<file path="config.mk">
export PLATFORM = sky130hd
export DESIGN_NAME = gcc_core
export DESIGN_NICKNAME = d
export VERILOG_FILES = /design/src/hdl/gcc_pkg.sv /design/src/hdl/gcc_tmr.sv /design/src/hdl/gcc_core.sv
export VERILOG_INCLUDE_DIRS = /design/src /design/src/hdl
export SDC_FILE = /design/constraint.sdc
export NUM_CORES = 1
export LEC_CHECK = 0
export BUFFER_PORTS_ARGS = -buffer_cell sky130_fd_sc_hd__buf_2
export CAP_MARGIN = 10
export CORE_MARGIN = 2
export CORE_UTILIZATION = 55
export CTS_CLUSTER_DIAMETER = 100
export DETAILED_ROUTE_END_ITERATION = 10
export PLACE_DENSITY = 0.73
export SETUP_SLACK_MARGIN = 0.1
export SLEW_MARGIN = 10
export SYNTH_ARGS = -nofsm -noshare
export SYNTH_HDL_FRONTEND = slang
export SYNTH_HIERARCHICAL = 1
export SYNTH_SLANG_ARGS = --single-unit
</file>
<file path="constraint.sdc">
create_clock -name clock_i -period 4.1 [get_ports clock_i]
set_clock_uncertainty 0.05 [all_clocks]
set_input_delay 0.41 -clock clock_i [delete_from_list [all_inputs] [get_ports clock_i]]
set_output_delay 0.41 -clock clock_i [all_outputs]
set_load 0.03 [all_outputs]
</file>
<file path="src/hdl/gcc_regs.svh">
// named constants of the controller command core: codes, bit positions, timing
// assumes a 25 MHz core clock; included by bare name from the timer and core modules
`ifndef GCC_REGS_SVH
`define GCC_REGS_SVH

// core clock rate
`define GCC_CLK_MHZ 25

// command byte layout
`define GCC_CMD_TOP_HI 7
`define GCC_CMD_TOP_LO 5
`define GCC_CMD_TOP_ONES 3'h7
`define GCC_CMD_OP_BIT 4
`define GCC_IRQ_ACKNOWLEDGE_CMD_BIT3 3
`define GCC_IRQ_ACKNOWLEDGE_CMD_BIT1 1
`define GCC_IRQ_ACKNOWLEDGE_CMD_BIT0 0

// operation commands
`define GCC_CMD_CNT_IRQ_OFF 8'hf0
`define GCC_CMD_GO_IDLE 8'hf1
`define GCC_CMD_SOFT_RESET 8'hf2
`define GCC_CMD_CLEAR_IRQS 8'hf3
`define GCC_CMD_STANDBY_COUNT 8'hf4
`define GCC_CMD_PAR_POLL 8'hf5
`define GCC_CMD_GO_STANDBY 8'hf6
`define GCC_CMD_LOCAL_MODE 8'hf7
`define GCC_CMD_REMOTE_MODE 8'hf8
`define GCC_CMD_ABORT 8'hf9
`define GCC_CMD_TAKE_CTRL 8'hfa
`define GCC_CMD_TAKE_SYNC 8'hfd
`define GCC_CMD_CNT_IRQ_ON 8'hfe

// utility commands
`define GCC_CMD_WR_TIMEOUT 8'he1
`define GCC_CMD_WR_COUNT 8'he2
`define GCC_CMD_RD_COUNT 8'he3
`define GCC_CMD_RD_FAULTS 8'he4
`define GCC_CMD_RD_CTRL 8'he6
`define GCC_CMD_RD_BUS 8'he7
`define GCC_CMD_RD_TIMEOUT 8'he9
`define GCC_CMD_RD_FAULT_EN 8'hea

// interrupt status bit positions
`define GCC_ISR_SYC 7
`define GCC_ISR_ERR 6
`define GCC_ISR_SRQ 5
`define GCC_ISR_EV 4
`define GCC_ISR_IFCR 2
`define GCC_ISR_OBF 0

// fault flag and fault enable bit positions, writable mask
`define GCC_ERR_USER 5
`define GCC_ERR_SYNC_TAKE 2
`define GCC_ERR_XFER_START 1
`define GCC_ERR_HANDOVER 0
`define GCC_ERR_MASK 8'h27

// controller state status bit positions
`define GCC_CSR_STANDBY 7
`define GCC_CSR_ACTIVE 6
`define GCC_CSR_SYSCON 3
`define GCC_CSR_IFC 2
`define GCC_CSR_REN 1
`define GCC_CSR_SRQ 0

// timeout prescaler periods in core cycles per count
`define GCC_TO_SLOW_CYC 11'd1800
`define GCC_TO_FAST_CYC 11'd45

// bus timing: times as printed, cycle counts derived
`define GCC_IFC_US 100
`define GCC_IFC_CYC (`GCC_IFC_US * `GCC_CLK_MHZ)
`define GCC_T10_NS 1500
`define GCC_T10_CYC ((`GCC_T10_NS * `GCC_CLK_MHZ + 999) / 1000)
`define GCC_POLL_NS 2000
`define GCC_POLL_CYC ((`GCC_POLL_NS * `GCC_CLK_MHZ + 999) / 1000)

`endif

</file>
<file path="src/hdl/gcc_pkg.sv">
// types of the controller command core: pin carrier, states, register state
// assumes gcc_regs.svh holds every numeric constant
package gcc_pkg;

    // bus pin levels, high means asserted on the bus
    typedef struct packed {
        logic ren;
        logic dav;
        logic eoi;
        logic syscon_switch;
        logic ifc;
        logic attention_in;
        logic srq;
        logic count;
        logic ifcl;
    } gcc_bus_s;

    // controller function states, one-hot
    typedef enum logic [5:0] {
        GCC_IDLE      = 6'h01,
        GCC_ACTIVE    = 6'h02,
        GCC_ACT_WAIT  = 6'h04,
        GCC_STANDBY   = 6'h08,
        GCC_SYNC_WAIT = 6'h10,
        GCC_HANDOVER  = 6'h20
    } gcc_ctl_e;

    // what a data byte written with the select line low goes to
    typedef enum logic [1:0] {
        GCC_TO_MASK    = 2'h0,
        GCC_TO_TIMEOUT = 2'h1,
        GCC_TO_COUNT   = 2'h2
    } gcc_dest_e;

    // timeout counter state
    typedef struct packed {
        logic [10:0] pre;
        logic [7:0] value;
        logic expire;
    } gcc_tmr_s;

endpackage

</file>
<file path="src/hdl/gcc_tmr.sv">
// timeout down counter with a prescaler that sets the cycles per count
// assumes load, run and slow come from logic on the same clock
`timescale 1ns/1ns
`include "gcc_regs.svh"

module gcc_tmr (
    input wire logic clock_i,
    input wire logic resetn_i,
    input wire logic load_i,
    input wire logic run_i,
    input wire logic slow_i,
    input wire logic [7:0] reload_i,
    output logic [7:0] value_o,
    output logic expire_o
);
    gcc_pkg::gcc_tmr_s s_q;
    gcc_pkg::gcc_tmr_s s_d;
    logic [10:0] period;

    // next state: load, count down, one-cycle expiry pulse
    always_comb begin
        s_d = s_q;
        s_d.expire = 1'b0;
        period = slow_i ? `GCC_TO_SLOW_CYC : `GCC_TO_FAST_CYC;
        if (!resetn_i) begin
            s_d = '0;
        end else if (load_i) begin
            s_d.value = reload_i;
            s_d.pre = '0;
        end else if (run_i && s_q.value != 8'h00) begin
            if (s_q.pre == period - 11'd1) begin
                s_d.pre = '0;
                s_d.value = s_q.value - 8'h01;
                s_d.expire = (s_q.value == 8'h01);
            end else begin
                s_d.pre = s_q.pre + 11'd1;
            end
        end
    end

    // value holds when not running, so the last figure stays readable
    always_ff @(posedge clock_i) begin
        s_q <= s_d;
    end

    assign value_o = s_q.value;
    assign expire_o = s_q.expire;
endmodule

</file>
<file path="src/hdl/gcc_core.sv">
// controller command core: host command port, status registers, bus control
// assumes host strobes on clock_i, bus pins asynchronous and synchronised here
`timescale 1ns/1ns
`include "gcc_regs.svh"

module gcc_core (
    input wire logic clock_i,
    input wire logic resetn_i,
    input wire logic host_wr_i,
    input wire logic host_rd_i,
    input wire logic port_select_line_i,
    input wire logic [7:0] host_data_i,
    input wire gcc_pkg::gcc_bus_s bus_i,
    output logic [7:0] host_data_o,
    output logic [7:0] irq_status_o,
    output logic out_full_o,
    output logic task_complete_irq_o,
    output logic special_irq_o,
    output logic attention_out_n_o,
    output logic in_charge_out_n_o,
    output logic ren_out_o,
    output logic ifc_out_o,
    output logic eoi_out_o
);
    // whole register state of the core
    typedef struct packed {
        gcc_pkg::gcc_bus_s sync1;
        gcc_pkg::gcc_bus_s sync2;
        gcc_pkg::gcc_bus_s sync3;
        gcc_pkg::gcc_ctl_e ctl;
        gcc_pkg::gcc_dest_e dest;
        logic attn_n;
        logic cic_n;
        logic ren_out;
        logic ifc_out;
        logic eoi_out;
        logic [7:0] isr;
        logic spi;
        logic task_complete_irq;
        logic [7:0] obuf;
        logic obf;
        logic [7:0] err;
        logic [7:0] emask;
        logic [7:0] evc_init;
        logic [7:0] evc;
        logic cnt_en;
        logic ev_irq_en;
        logic [7:0] to_reload;
        logic armed;
        logic [11:0] hold;
        logic [11:0] ifc_cnt;
    } gcc_core_s;

    gcc_core_s s_q;
    gcc_core_s s_d;
    logic [7:0] new_err;
    logic [7:0] csr;
    logic [7:0] bsr;
    logic is_cmd;
    logic soft_rst;
    logic tmr_load;
    logic tmr_run;
    logic tmr_slow;
    logic tmr_exp;
    logic [7:0] tmr_value;
    logic cnt_edge;
    logic syscon;

    // timeout runs in the two take-control loops and while a transfer is awaited
    assign tmr_run = (s_q.ctl == gcc_pkg::GCC_HANDOVER) ||
                     (s_q.ctl == gcc_pkg::GCC_SYNC_WAIT) ||
                     (s_q.ctl == gcc_pkg::GCC_STANDBY && s_q.armed);
    assign tmr_slow = (s_q.ctl != gcc_pkg::GCC_STANDBY);

    // soft reset clears the timeout counter exactly like the external reset
    gcc_tmr i_gcc_tmr (
        .clock_i(clock_i),
        .resetn_i(resetn_i & ~soft_rst),
        .load_i(tmr_load),
        .run_i(tmr_run),
        .slow_i(tmr_slow),
        .reload_i(s_q.to_reload),
        .value_o(tmr_value),
        .expire_o(tmr_exp)
    );

    // status words assembled from state and synchronised pins
    always_comb begin
        syscon = s_q.sync2.syscon_switch;
        cnt_edge = s_q.sync2.count & ~s_q.sync3.count;
        csr = 8'h00;
        csr[`GCC_CSR_STANDBY] = (s_q.ctl == gcc_pkg::GCC_STANDBY);
        csr[`GCC_CSR_ACTIVE] = (s_q.ctl == gcc_pkg::GCC_ACTIVE) ||
                               (s_q.ctl == gcc_pkg::GCC_ACT_WAIT) ||
                               (s_q.ctl == gcc_pkg::GCC_SYNC_WAIT);
        csr[`GCC_CSR_SYSCON] = syscon;
        csr[`GCC_CSR_IFC] = s_q.ifc_out | s_q.sync2.ifc;
        csr[`GCC_CSR_REN] = s_q.ren_out;
        csr[`GCC_CSR_SRQ] = s_q.sync2.srq;
        bsr = {s_q.sync2.ren, s_q.sync2.dav, s_q.sync2.eoi, 1'b0,
               s_q.sync2.syscon_switch, s_q.sync2.ifc, s_q.sync2.attention_in, s_q.sync2.srq};
    end

    // next-state logic of the whole core
    always_comb begin
        s_d = s_q;
        new_err = 8'h00;
        tmr_load = 1'b0;
        is_cmd = host_wr_i && port_select_line_i;
        soft_rst = is_cmd && host_data_i == `GCC_CMD_SOFT_RESET;
        // two-stage pin synchroniser plus an edge stage
        s_d.sync1 = bus_i;
        s_d.sync2 = s_q.sync1;
        s_d.sync3 = s_q.sync2;
        // host read of the output byte empties it
        if (host_rd_i && !port_select_line_i) begin
            s_d.obf = 1'b0;
        end
        // service request and switch change events
        if (s_q.sync2.srq && !s_q.sync3.srq) begin
            s_d.isr[`GCC_ISR_SRQ] = 1'b1;
        end
        if (s_q.sync2.syscon_switch != s_q.sync3.syscon_switch) begin
            s_d.isr[`GCC_ISR_SYC] = 1'b1;
        end
        // event counter, wraps so underflow repeats every 256 pulses
        if (s_q.cnt_en && cnt_edge) begin
            s_d.evc = s_q.evc - 8'h01;
            if (s_q.evc == 8'h01 && s_q.ev_irq_en) begin
                s_d.isr[`GCC_ISR_EV] = 1'b1;
            end
        end
        // interface clear pulse length
        if (s_q.ifc_out) begin
            if (s_q.ifc_cnt == 12'(`GCC_IFC_CYC) - 12'd1) begin
                s_d.ifc_out = 1'b0;
            end else begin
                s_d.ifc_cnt = s_q.ifc_cnt + 12'd1;
            end
        end
        // controller function sequencing
        unique case (s_q.ctl)
            gcc_pkg::GCC_HANDOVER: begin
                if (!s_q.sync2.attention_in) begin
                    s_d.ctl = gcc_pkg::GCC_ACTIVE;
                    s_d.attn_n = 1'b0;
                    s_d.cic_n = 1'b0;
                    s_d.task_complete_irq = 1'b1;
                end
            end
            gcc_pkg::GCC_SYNC_WAIT: begin
                if (s_q.sync2.dav) begin
                    s_d.hold = '0;
                end else if (s_q.hold == 12'(`GCC_T10_CYC) - 12'd1) begin
                    s_d.ctl = gcc_pkg::GCC_ACTIVE;
                    s_d.attn_n = 1'b0;
                    s_d.task_complete_irq = 1'b1;
                end else begin
                    s_d.hold = s_q.hold + 12'd1;
                end
            end
            gcc_pkg::GCC_ACT_WAIT: begin
                if (s_q.hold == 12'(`GCC_POLL_CYC) - 12'd1) begin
                    s_d.eoi_out = 1'b0;
                    s_d.ctl = gcc_pkg::GCC_ACTIVE;
                    s_d.task_complete_irq = 1'b1;
                end else begin
                    s_d.hold = s_q.hold + 12'd1;
                end
            end
            gcc_pkg::GCC_STANDBY: begin
                if (s_q.sync2.dav) begin
                    s_d.armed = 1'b0;
                end
            end
            gcc_pkg::GCC_IDLE, gcc_pkg::GCC_ACTIVE: begin
                s_d.hold = '0;
            end
        endcase
        // timeout expiry picks the fault of the running function
        if (tmr_exp) begin
            unique case (s_q.ctl)
                gcc_pkg::GCC_HANDOVER: new_err[`GCC_ERR_HANDOVER] = 1'b1;
                gcc_pkg::GCC_SYNC_WAIT: new_err[`GCC_ERR_SYNC_TAKE] = 1'b1;
                gcc_pkg::GCC_STANDBY: new_err[`GCC_ERR_XFER_START] = 1'b1;
                default: new_err = 8'h00;
            endcase
            s_d.armed = 1'b0;
        end
        // data byte with select low
        if (host_wr_i && !port_select_line_i) begin
            unique case (s_q.dest)
                gcc_pkg::GCC_TO_TIMEOUT: s_d.to_reload = host_data_i;
                gcc_pkg::GCC_TO_COUNT: begin
                    s_d.evc_init = host_data_i;
                    s_d.evc = host_data_i;
                end
                default: s_d.emask = host_data_i & `GCC_ERR_MASK;
            endcase
            s_d.dest = gcc_pkg::GCC_TO_MASK;
        end
        // command byte with select high
        if (is_cmd) begin
            s_d.task_complete_irq = 1'b0;
            s_d.dest = gcc_pkg::GCC_TO_MASK;
            if (host_data_i[`GCC_IRQ_ACKNOWLEDGE_CMD_BIT3] && host_data_i[`GCC_IRQ_ACKNOWLEDGE_CMD_BIT1] &&
                host_data_i[`GCC_IRQ_ACKNOWLEDGE_CMD_BIT0]) begin
                // acknowledge clears each named status flag
                // a flag raised in this same cycle survives the acknowledge
                s_d.isr = (s_q.isr & ~host_data_i) | (s_d.isr & ~s_q.isr);
                if (s_q.isr[`GCC_ISR_ERR] && !host_data_i[`GCC_ISR_ERR]) begin
                    s_d.obuf = s_q.err;
                    s_d.obf = 1'b1;
                    s_d.task_complete_irq = 1'b1;
                end
            end else if (host_data_i[`GCC_CMD_TOP_HI:`GCC_CMD_TOP_LO] == `GCC_CMD_TOP_ONES &&
                         !host_data_i[`GCC_CMD_OP_BIT]) begin
                // utility commands: register transfers
                s_d.task_complete_irq = 1'b1;
                unique case (host_data_i)
                    `GCC_CMD_WR_TIMEOUT: begin
                        s_d.dest = gcc_pkg::GCC_TO_TIMEOUT;
                        s_d.task_complete_irq = 1'b0;
                    end
                    `GCC_CMD_WR_COUNT: begin
                        s_d.dest = gcc_pkg::GCC_TO_COUNT;
                        s_d.task_complete_irq = 1'b0;
                    end
                    `GCC_CMD_RD_COUNT: s_d.obuf = s_q.evc;
                    `GCC_CMD_RD_FAULTS: s_d.obuf = s_q.err;
                    `GCC_CMD_RD_CTRL: s_d.obuf = csr;
                    `GCC_CMD_RD_BUS: s_d.obuf = bsr;
                    `GCC_CMD_RD_TIMEOUT: s_d.obuf = tmr_value;
                    `GCC_CMD_RD_FAULT_EN: s_d.obuf = s_q.emask;
                    default: s_d.task_complete_irq = 1'b0;
                endcase
                s_d.obf = s_d.task_complete_irq | s_q.obf;
            end else if (host_data_i[`GCC_CMD_TOP_HI:`GCC_CMD_TOP_LO] == `GCC_CMD_TOP_ONES) begin
                // operation commands: bus actions
                unique case (host_data_i)
                    `GCC_CMD_CNT_IRQ_OFF: s_d.ev_irq_en = 1'b0;
                    `GCC_CMD_CNT_IRQ_ON: s_d.ev_irq_en = 1'b1;
                    `GCC_CMD_GO_IDLE: begin
                        if (s_q.ctl == gcc_pkg::GCC_ACTIVE) begin
                            s_d.attn_n = 1'b1;
                            s_d.cic_n = 1'b1;
                            s_d.ctl = gcc_pkg::GCC_IDLE;
                            s_d.task_complete_irq = 1'b1;
                        end
                    end
                    `GCC_CMD_CLEAR_IRQS: begin
                        s_d.isr = s_d.isr & ~s_q.isr;
                        s_d.err = 8'h00;
                        s_d.armed = 1'b0;
                        if (s_q.ctl == gcc_pkg::GCC_HANDOVER) begin
                            s_d.ctl = gcc_pkg::GCC_IDLE;
                        end
                        if (s_q.ctl == gcc_pkg::GCC_SYNC_WAIT) begin
                            s_d.ctl = gcc_pkg::GCC_STANDBY;
                        end
                    end
                    `GCC_CMD_STANDBY_COUNT: begin
                        if (s_q.ctl == gcc_pkg::GCC_ACTIVE) begin
                            s_d.attn_n = 1'b1;
                            s_d.ctl = gcc_pkg::GCC_STANDBY;
                            s_d.evc = s_q.evc_init;
                            s_d.cnt_en = 1'b1;
                            s_d.ev_irq_en = 1'b1;
                            s_d.armed = 1'b1;
                            tmr_load = 1'b1;
                        end
                    end
                    `GCC_CMD_PAR_POLL: begin
                        if (s_q.ctl == gcc_pkg::GCC_ACTIVE) begin
                            s_d.eoi_out = 1'b1;
                            s_d.ctl = gcc_pkg::GCC_ACT_WAIT;
                            s_d.hold = '0;
                        end
                    end
                    `GCC_CMD_GO_STANDBY: begin
                        if (s_q.ctl == gcc_pkg::GCC_ACTIVE) begin
                            s_d.attn_n = 1'b1;
                            s_d.ctl = gcc_pkg::GCC_STANDBY;
                            s_d.armed = 1'b1;
                            s_d.task_complete_irq = 1'b1;
                            tmr_load = 1'b1;
                        end
                    end
                    `GCC_CMD_LOCAL_MODE, `GCC_CMD_REMOTE_MODE: begin
                        if (syscon) begin
                            s_d.ren_out = (host_data_i == `GCC_CMD_REMOTE_MODE);
                            s_d.task_complete_irq = 1'b1;
                        end else begin
                            new_err[`GCC_ERR_USER] = 1'b1;
                        end
                    end
                    `GCC_CMD_ABORT: begin
                        if (syscon) begin
                            s_d.ifc_out = 1'b1;
                            s_d.ifc_cnt = '0;
                        end else begin
                            new_err[`GCC_ERR_USER] = 1'b1;
                        end
                    end
                    `GCC_CMD_TAKE_CTRL: begin
                        if (s_q.ctl == gcc_pkg::GCC_IDLE) begin
                            s_d.ctl = gcc_pkg::GCC_HANDOVER;
                            tmr_load = 1'b1;
                        end
                    end
                    `GCC_CMD_TAKE_SYNC: begin
                        if (s_q.ctl == gcc_pkg::GCC_STANDBY) begin
                            s_d.ctl = gcc_pkg::GCC_SYNC_WAIT;
                            s_d.cnt_en = 1'b0;
                            s_d.ev_irq_en = 1'b0;
                            s_d.hold = '0;
                            tmr_load = 1'b1;
                        end
                    end
                    default: s_d.task_complete_irq = 1'b0;
                endcase
            end
        end
        // interface clear received while not system controller
        if (s_q.sync2.ifcl && !s_q.sync3.ifcl && !syscon) begin
            s_d.ctl = gcc_pkg::GCC_IDLE;
            s_d.attn_n = 1'b1;
            s_d.cic_n = 1'b1;
            s_d.eoi_out = 1'b0;
            s_d.cnt_en = 1'b0;
            s_d.armed = 1'b0;
            s_d.isr[`GCC_ISR_IFCR] = 1'b1;
        end
        // fault flags set regardless of enable; enable gates the status bit
        s_d.err = s_d.err | new_err;
        if ((new_err & s_q.emask) != 8'h00) begin
            s_d.isr[`GCC_ISR_ERR] = 1'b1;
        end
        // reset clears all state except idle and the two active-low outputs, which go high; a reset by command keeps only the pin samples
        if (!resetn_i || soft_rst) begin
            s_d = '0;
            s_d.ctl = gcc_pkg::GCC_IDLE;
            s_d.dest = gcc_pkg::GCC_TO_MASK;
            s_d.attn_n = 1'b1;
            s_d.cic_n = 1'b1;
            if (resetn_i) begin
                s_d.sync1 = bus_i;
                s_d.sync2 = s_q.sync1;
                s_d.sync3 = s_q.sync2;
            end
        end
        s_d.spi = |s_d.isr;
    end

    // single register stage for all state
    always_ff @(posedge clock_i) begin
        s_q <= s_d;
    end

    // outputs straight from state flip-flops
    always_comb begin
        host_data_o = s_q.obuf;
        irq_status_o = s_q.isr;
        irq_status_o[`GCC_ISR_OBF] = s_q.obf;
        out_full_o = s_q.obf;
        task_complete_irq_o = s_q.task_complete_irq;
        special_irq_o = s_q.spi;
        attention_out_n_o = s_q.attn_n;
        in_charge_out_n_o = s_q.cic_n;
        ren_out_o = s_q.ren_out;
        ifc_out_o = s_q.ifc_out;
        eoi_out_o = s_q.eoi_out;
    end
endmodule

</file>
; Word-level counts from Yosys, hierarchy flattened
; Cells that the tools add are included.
[word_totals]
reg_bits = 137
inputBits = 22
output_inout_bits = 24
[op_classes]
addsub = 6
n_eq_ne = 45
n_mux = 137
bitwise_logic = 19
reduce_logical = 57
[op_table]
columns = operator, count
row1 = $eq A8 B8 Y1 const B, 21
row2 = $mux W126, 1
row3 = $mux W12, 9
row4 = $mux W25, 4
row5 = $mux W6, 15
row6 = $mux W8, 11
row7 = $mux W10, 7
row8 = $mux W1, 55
row9 = $pmux W8 S6, 1
row10 = $mux W13, 3
row11 = $pmux W12 S3, 1
row12 = $pmux W6 S6, 1
row13 = $mux W27, 1
row14 = $mux W9, 3
row15 = $add A12 B1 Y12 const B, 2
row16 = $eq A12 B6 Y1 const B, 2
row17 = $pmux W12 S2, 1
row18 = $mux W11, 2
row19 = $mux W22, 1
row20 = $mux W21, 1
row21 = $mux W18, 1
row22 = $pmux W6 S3, 1
row23 = $and A8 B8 Y8, 2
row24 = $eq A8 B1 Y1 const B, 2
row25 = other kinds (50), 116

; Logic depth before layout (Yosys ltp)
[logic_depth]
depth_word = 15
ltp_mapped = 13
ltp_nobuf = 8

; By module
; Netlist, hierarchy kept.
[modules_own_cells]
columns = mod, n_inst, cells_per_inst, area_each_um2, seq_area_each_um2
row1 = gcc_core, 1, 763, 6306.0, 2342.2
row2 = gcc_tmr, 1, 154, 1234.9, 400.4

; Least setup slack after synthesis
; OpenSTA, ideal clock, no wires.
[synth_path]
path_type = register to register
start = register s_q[94] (netlist bit)
end = register i_gcc_tmr.s_q, in the netlist i_gcc_tmr/value_o[5]
setup_ps = 74
arrival_ps = 2992
required_ps = 3976
path_slack_ps = 984
stages_incl_launch_ff = 10
path_buffers = 1
period_less_slack_ps = 3116
path_cell_list = dfxtp_1 buf_6 or4_1 nor2_1 inv_1 or4_4 a2111oi_4 nand4_2 or4_1 a31oi_1
[synth_via]
elab_cells_between_ends = 25
[synth_lines]
columns = element, line
row1 = start: declaration, gcc_core.sv:54  ; gcc_core_s s_q;
row2 = start signal: assignment, gcc_core.sv:357  ; s_q <= s_d;
row3 = $ne A6 B4 Y1, gcc_core.sv:73  ; assign tmr_slow = (s_q.ctl != gcc_pkg::GCC_STANDBY);
row4 = named net tmr_slow, gcc_core.sv:63  ; logic tmr_slow;
row5 = $mux W11 (no line), --
row6 = $sub A11 B1 Y11, gcc_tmr.sv:31  ; if (s_q.pre == period - 11'd1) begin
row7 = $eq A11 B11 Y1, gcc_tmr.sv:31
row8 = $reduce_bool A2 Y1 (no line), --
row9 = $reduce_and A2 Y1 (no line), --
row10 = end signal: assignment, gcc_tmr.sv:43  ; s_q <= s_d;
row11 = end: declaration, gcc_tmr.sv:16  ; gcc_pkg::gcc_tmr_s s_q;
; The timed path passes the listed nets, and every way through them passes these cells.
; A chain may end at the register's enable or synchronous reset.

; Final worst setup path
[layout_path]
start = register s_q[98] (netlist bit)
end = register i_gcc_tmr.s_q, in the netlist i_gcc_tmr/value_o[6]
; Same word-level chain as after synthesis.

==> reports/qor.csv <==
stage,metric,value,unit
yosys,most common flop cell mapped by yosys,dfxtp_1,
cts,CTS tree,done,
timing,Final Cycle Share,77.87,%
timing,remaining max-slew budget at the tightest pin,48.79,%
global_routing,via count of the first global-routing pass,6338,
cts,hold-fix buffers at CTS,0,
outcome,outcome,completed,
cts,H-tree depth reported by CTS,4,
global_routing,total global-route track usage,28.94,%
worst_setup_path,Required @ worst endpoint,4.36,ns
worst_setup_path,type of element launching the critical path,flip-flop,
global_routing,initial antenna violation count,0,
cts,count of instances resized after the clock tree is built,0,
die,I/O pin cnt,46,
drt,number of nets still failing antenna checks after routing,0,
yosys,post-synthesis average cell area,8.224,µm²
final_layout,Util after Layout,62.17,%
yosys,number of synthesized register bits,137,
cts,clock root cell,clkbuf_16,
cts,clock transition at the register clock pins on the worst setup and hold paths after CTS,0.07,ns
timing,pin slew with the least headroom to its limit,0.7623,ns
pwr,Lkg Pwr,2.997,nW
global_routing,wire length of the first global-routing pass,33240,µm
cts,number of buffers inserted during clock tree synthesis,17,
worst_setup_path,largest stage delay on the critical path,0.60,ns
die,die outline area,14660,µm²
yosys,cell taking the most area after synthesis,dfxtp_1,
timing,min Tclk post-route,3.193,ns
drt,DRC errors left,0,
yosys,count of yosys warnings during synthesis,6,
final_layout,Multi-input gate area,4282,µm²
final_layout,area overhead of the layout relative to synthesis,9.607,%
yosys,Area contributors post-synth,"dfxtp_1 36%, a21oi_1 4.4%, nand2_1 4.3%, and2_1 3.5%, nand3_1 2.9%",
yosys,post-synthesis sequential area ratio,36.37,%
die,starting density of the core,56.72,%
pwr,maximum ir drop on the vdd rail,0.0004333,V
worst_setup_path,r2r setup slk,0.91,ns
die,die height,121.1,µm
worst_setup_path,number of cell instances on the worst register-to-register path,8,
placed_design,Final GP Congestion,0.9829,
timing,final setup TNS,0,ns
drt,detailed-routing iteration count for the pre-antenna-repair pass,6,
die,Die Span X,121.1,µm
drt,Iter 0 DRT Violations,869,
timing,Hold Worst Slack,0.1235,ns
yosys,share of Yosys cell area claimed by the top area cell type,36.37,%
yosys,Syn Std Cell Area,7541,µm²
timing,RSZ-0062 raised after global routing,no,
drt,routed len/inst,18.84,µm
final_layout,layout net count,944,
worst_setup_path,arrival time of the worst setup path,3.45,ns
yosys,number of instances in the synthesized netlist,917,
worst_hold_path,Worst Hold Path Cells,2,
placed_design,post-detail-place hpwl,14430,µm
timing,count of pins over their slew limit,0,
die,placeable core region,13300,µm²
worst_setup_path,cells traversed along the worst timing path,or4_1 -> nor2_1 -> inv_1 -> or4_4 -> a2111oi_4 -> nand2_1 -> nor4b_1 -> a211oi_1,
final_layout,FF+latch area,2743,µm²
yosys,Cell variety after synth,84,
drt,number of vias per cell after detailed routing,6.379,
timing,final setup violating endpoints,0,
worst_setup_path,critical path class,reg -> reg,
worst_setup_path,kind of end point of the critical path,flip-flop,
die,row count,42,
cts,Sink Count,137,
drt,vias after detailed routing,7017,
timing,count of endpoints failing hold in the final timing report,0,
cts,Post-CTS Setup Inserts,0,
worst_setup_path,CP Max Fanout,12,
global_routing,pin count of the biggest net entering global routing,36,
pwr,power per cell area,374.2,nW/µm²
yosys,synthesized net count,950,
drt,WL final,20730,µm
yosys,asr flop ratio synth,0,%
final_layout,count of fill cells added during filler insertion,1189,
final_layout,post-route non-filler standard cell count,1100,
pwr,total power of the final layout,0.003093,W
placed_design,placed instance count,1068,
final_layout,fraction of layout cells with a size suffix above 1,12.55,%
worst_setup_path,Worst path slowest cell,or4_1,
flow_run,maximum capacitance violations,0,
worst_hold_path,path type of the worst min-delay path,in -> reg,
global_routing,global route overflow,0,
timing,maximum clock frequency,0.3132,GHz
cts,Clock Path Buffers,2,
final_layout,diode count,0,
placed_design,number of port buffers,45,
cts,clock latency at the later pin of the worst-skew pair,0.44,ns
yosys,number of flops mapped to enable cells by yosys,0,
==> sequential cells by signal (all words and copies together), names as in the netlist, named ones only <==
register	flops
s_q	83
i_gcc_tmr/s_q	11
host_data_o	8
i_gcc_tmr/value_o	8
irq_status_o	7
bsr	6
attention_out_n_o	1
eoi_out_o	1
i_gcc_tmr/expire_o	1
ifc_out_o	1
in_charge_out_n_o	1
out_full_o	1
ren_out_o	1
special_irq_o	1
syscon	1
task_complete_irq_o	1
==> cell usage after synthesis (all sizes together), types with 5 or more instances <==
cell type    n
dfxtp      137
nand2       87
a21oi       66
buf         47
nor2        46
nand3       44
and2        43
o21ai       40
clkbuf      38
nand4       24
inv         22
a31oi       20
and3        20
nor3        20
nand2b      15
a211oi      13
xor2        13
nor2b       12
o31ai       12
ha          11
xnor2       11
a311oi      10
nor4        10
a22oi        9
o211ai       9
or3          9
nor3b        8
or4          8
a32oi        7
mux2i        7
or2          7
nor4b        6
o22ai        6
a21o         5
==> critical path: cells and delay by family, from the launching register on <==
family	cells	cell delay, ns
simple gates	5	1.90
compound gates	2	0.59
flops	1	0.42
buf+inv	1	0.10
==> per-stage QoR <==
stage	instance area [µm²]	setup WS [ns]
final	8265	0.9072
after global placement	7665	1.035
after CTS	8265	0.9221
after detailed placement	7665	0.9285
after floorplan	7541	0.9839
after global routing	8265	0.6785
==> worst paths after layout <==
kind	from	to
worst min-delay path	bus_i[5]	s_q[122]
worst min register to register	s_q[125]	bsr[7]
worst max-delay path	s_q[98]	i_gcc_tmr/value_o[6]
worst max register to register	s_q[98]	i_gcc_tmr/value_o[6]
==> cell type report <==
| class | instances | area share, % |
|---|---|---|
| repair buffers | 60 | 4.087 |
| multi-input cells | 673 | 51.80 |
| clock buffers | 17 | 5.147 |
| inverters | 22 | 0.9991 |
| clock inverters | 15 | 2.119 |
| flip-flops and latches | 137 | 33.18 |
| well taps | 176 | 2.664 |
==> layout by cell type (no fill, tap or decap), types with 8 or more instances in the layout <==
master | synthesis | routed
nor2b_1 | 12 | 12
or3_1 | 9 | 9
dfxtp_1 | 137 | 137
a311oi_1 | 10 | 10
ha_1 | 11 | 11
nand2_1 | 86 | 86
and3_1 | 20 | 20
buf_4 | 25 | 15
nor4_1 | 10 | 10
nand3_1 | 44 | 44
nand2b_1 | 15 | 15
a22oi_1 | 9 | 9
nand4_1 | 23 | 23
and2_1 | 42 | 42
buf_2 | 8 | 45
o21ai_0 | 36 | 36
xor2_1 | 13 | 13
o31ai_1 | 12 | 12
nor3_1 | 19 | 19
xnor2_1 | 11 | 11
a21oi_1 | 66 | 66
nor2_1 | 46 | 46
a211oi_1 | 12 | 12
o211ai_1 | 8 | 8
clkbuf_16 | 0 | 17
a31oi_1 | 20 | 20
inv_1 | 21 | 21
==> routing by layer <==
metal,global-route usage (%),wire (µm)
met2,43.82,9304
met1,39.07,9128
met4,11.99,680
met3,7.519,1614
met5,0,0
==> where the power goes <==
group          internal [W]  switching (W)
clock              0.000872       0.000688
combinational     0.0000522       0.000120
sequential          0.00135      0.0000133
==> cells by family (layout without fill, tap and decap cells) <==
kind of cell,Yosys count,after routing,synth area share [%]
AND/OR/NAND/NOR,386,386,28.54
AO/OA/AOI/OAI,245,245,22.55
flip-flops,137,137,36.37
buffers and inverters,107,114,7.002
XOR/XNOR,24,24,2.787
adder cells (fa/ha/maj),11,11,1.825
multiplexers,7,7,0.9292
No activity file was read; power rests on OpenSTA's default activity.
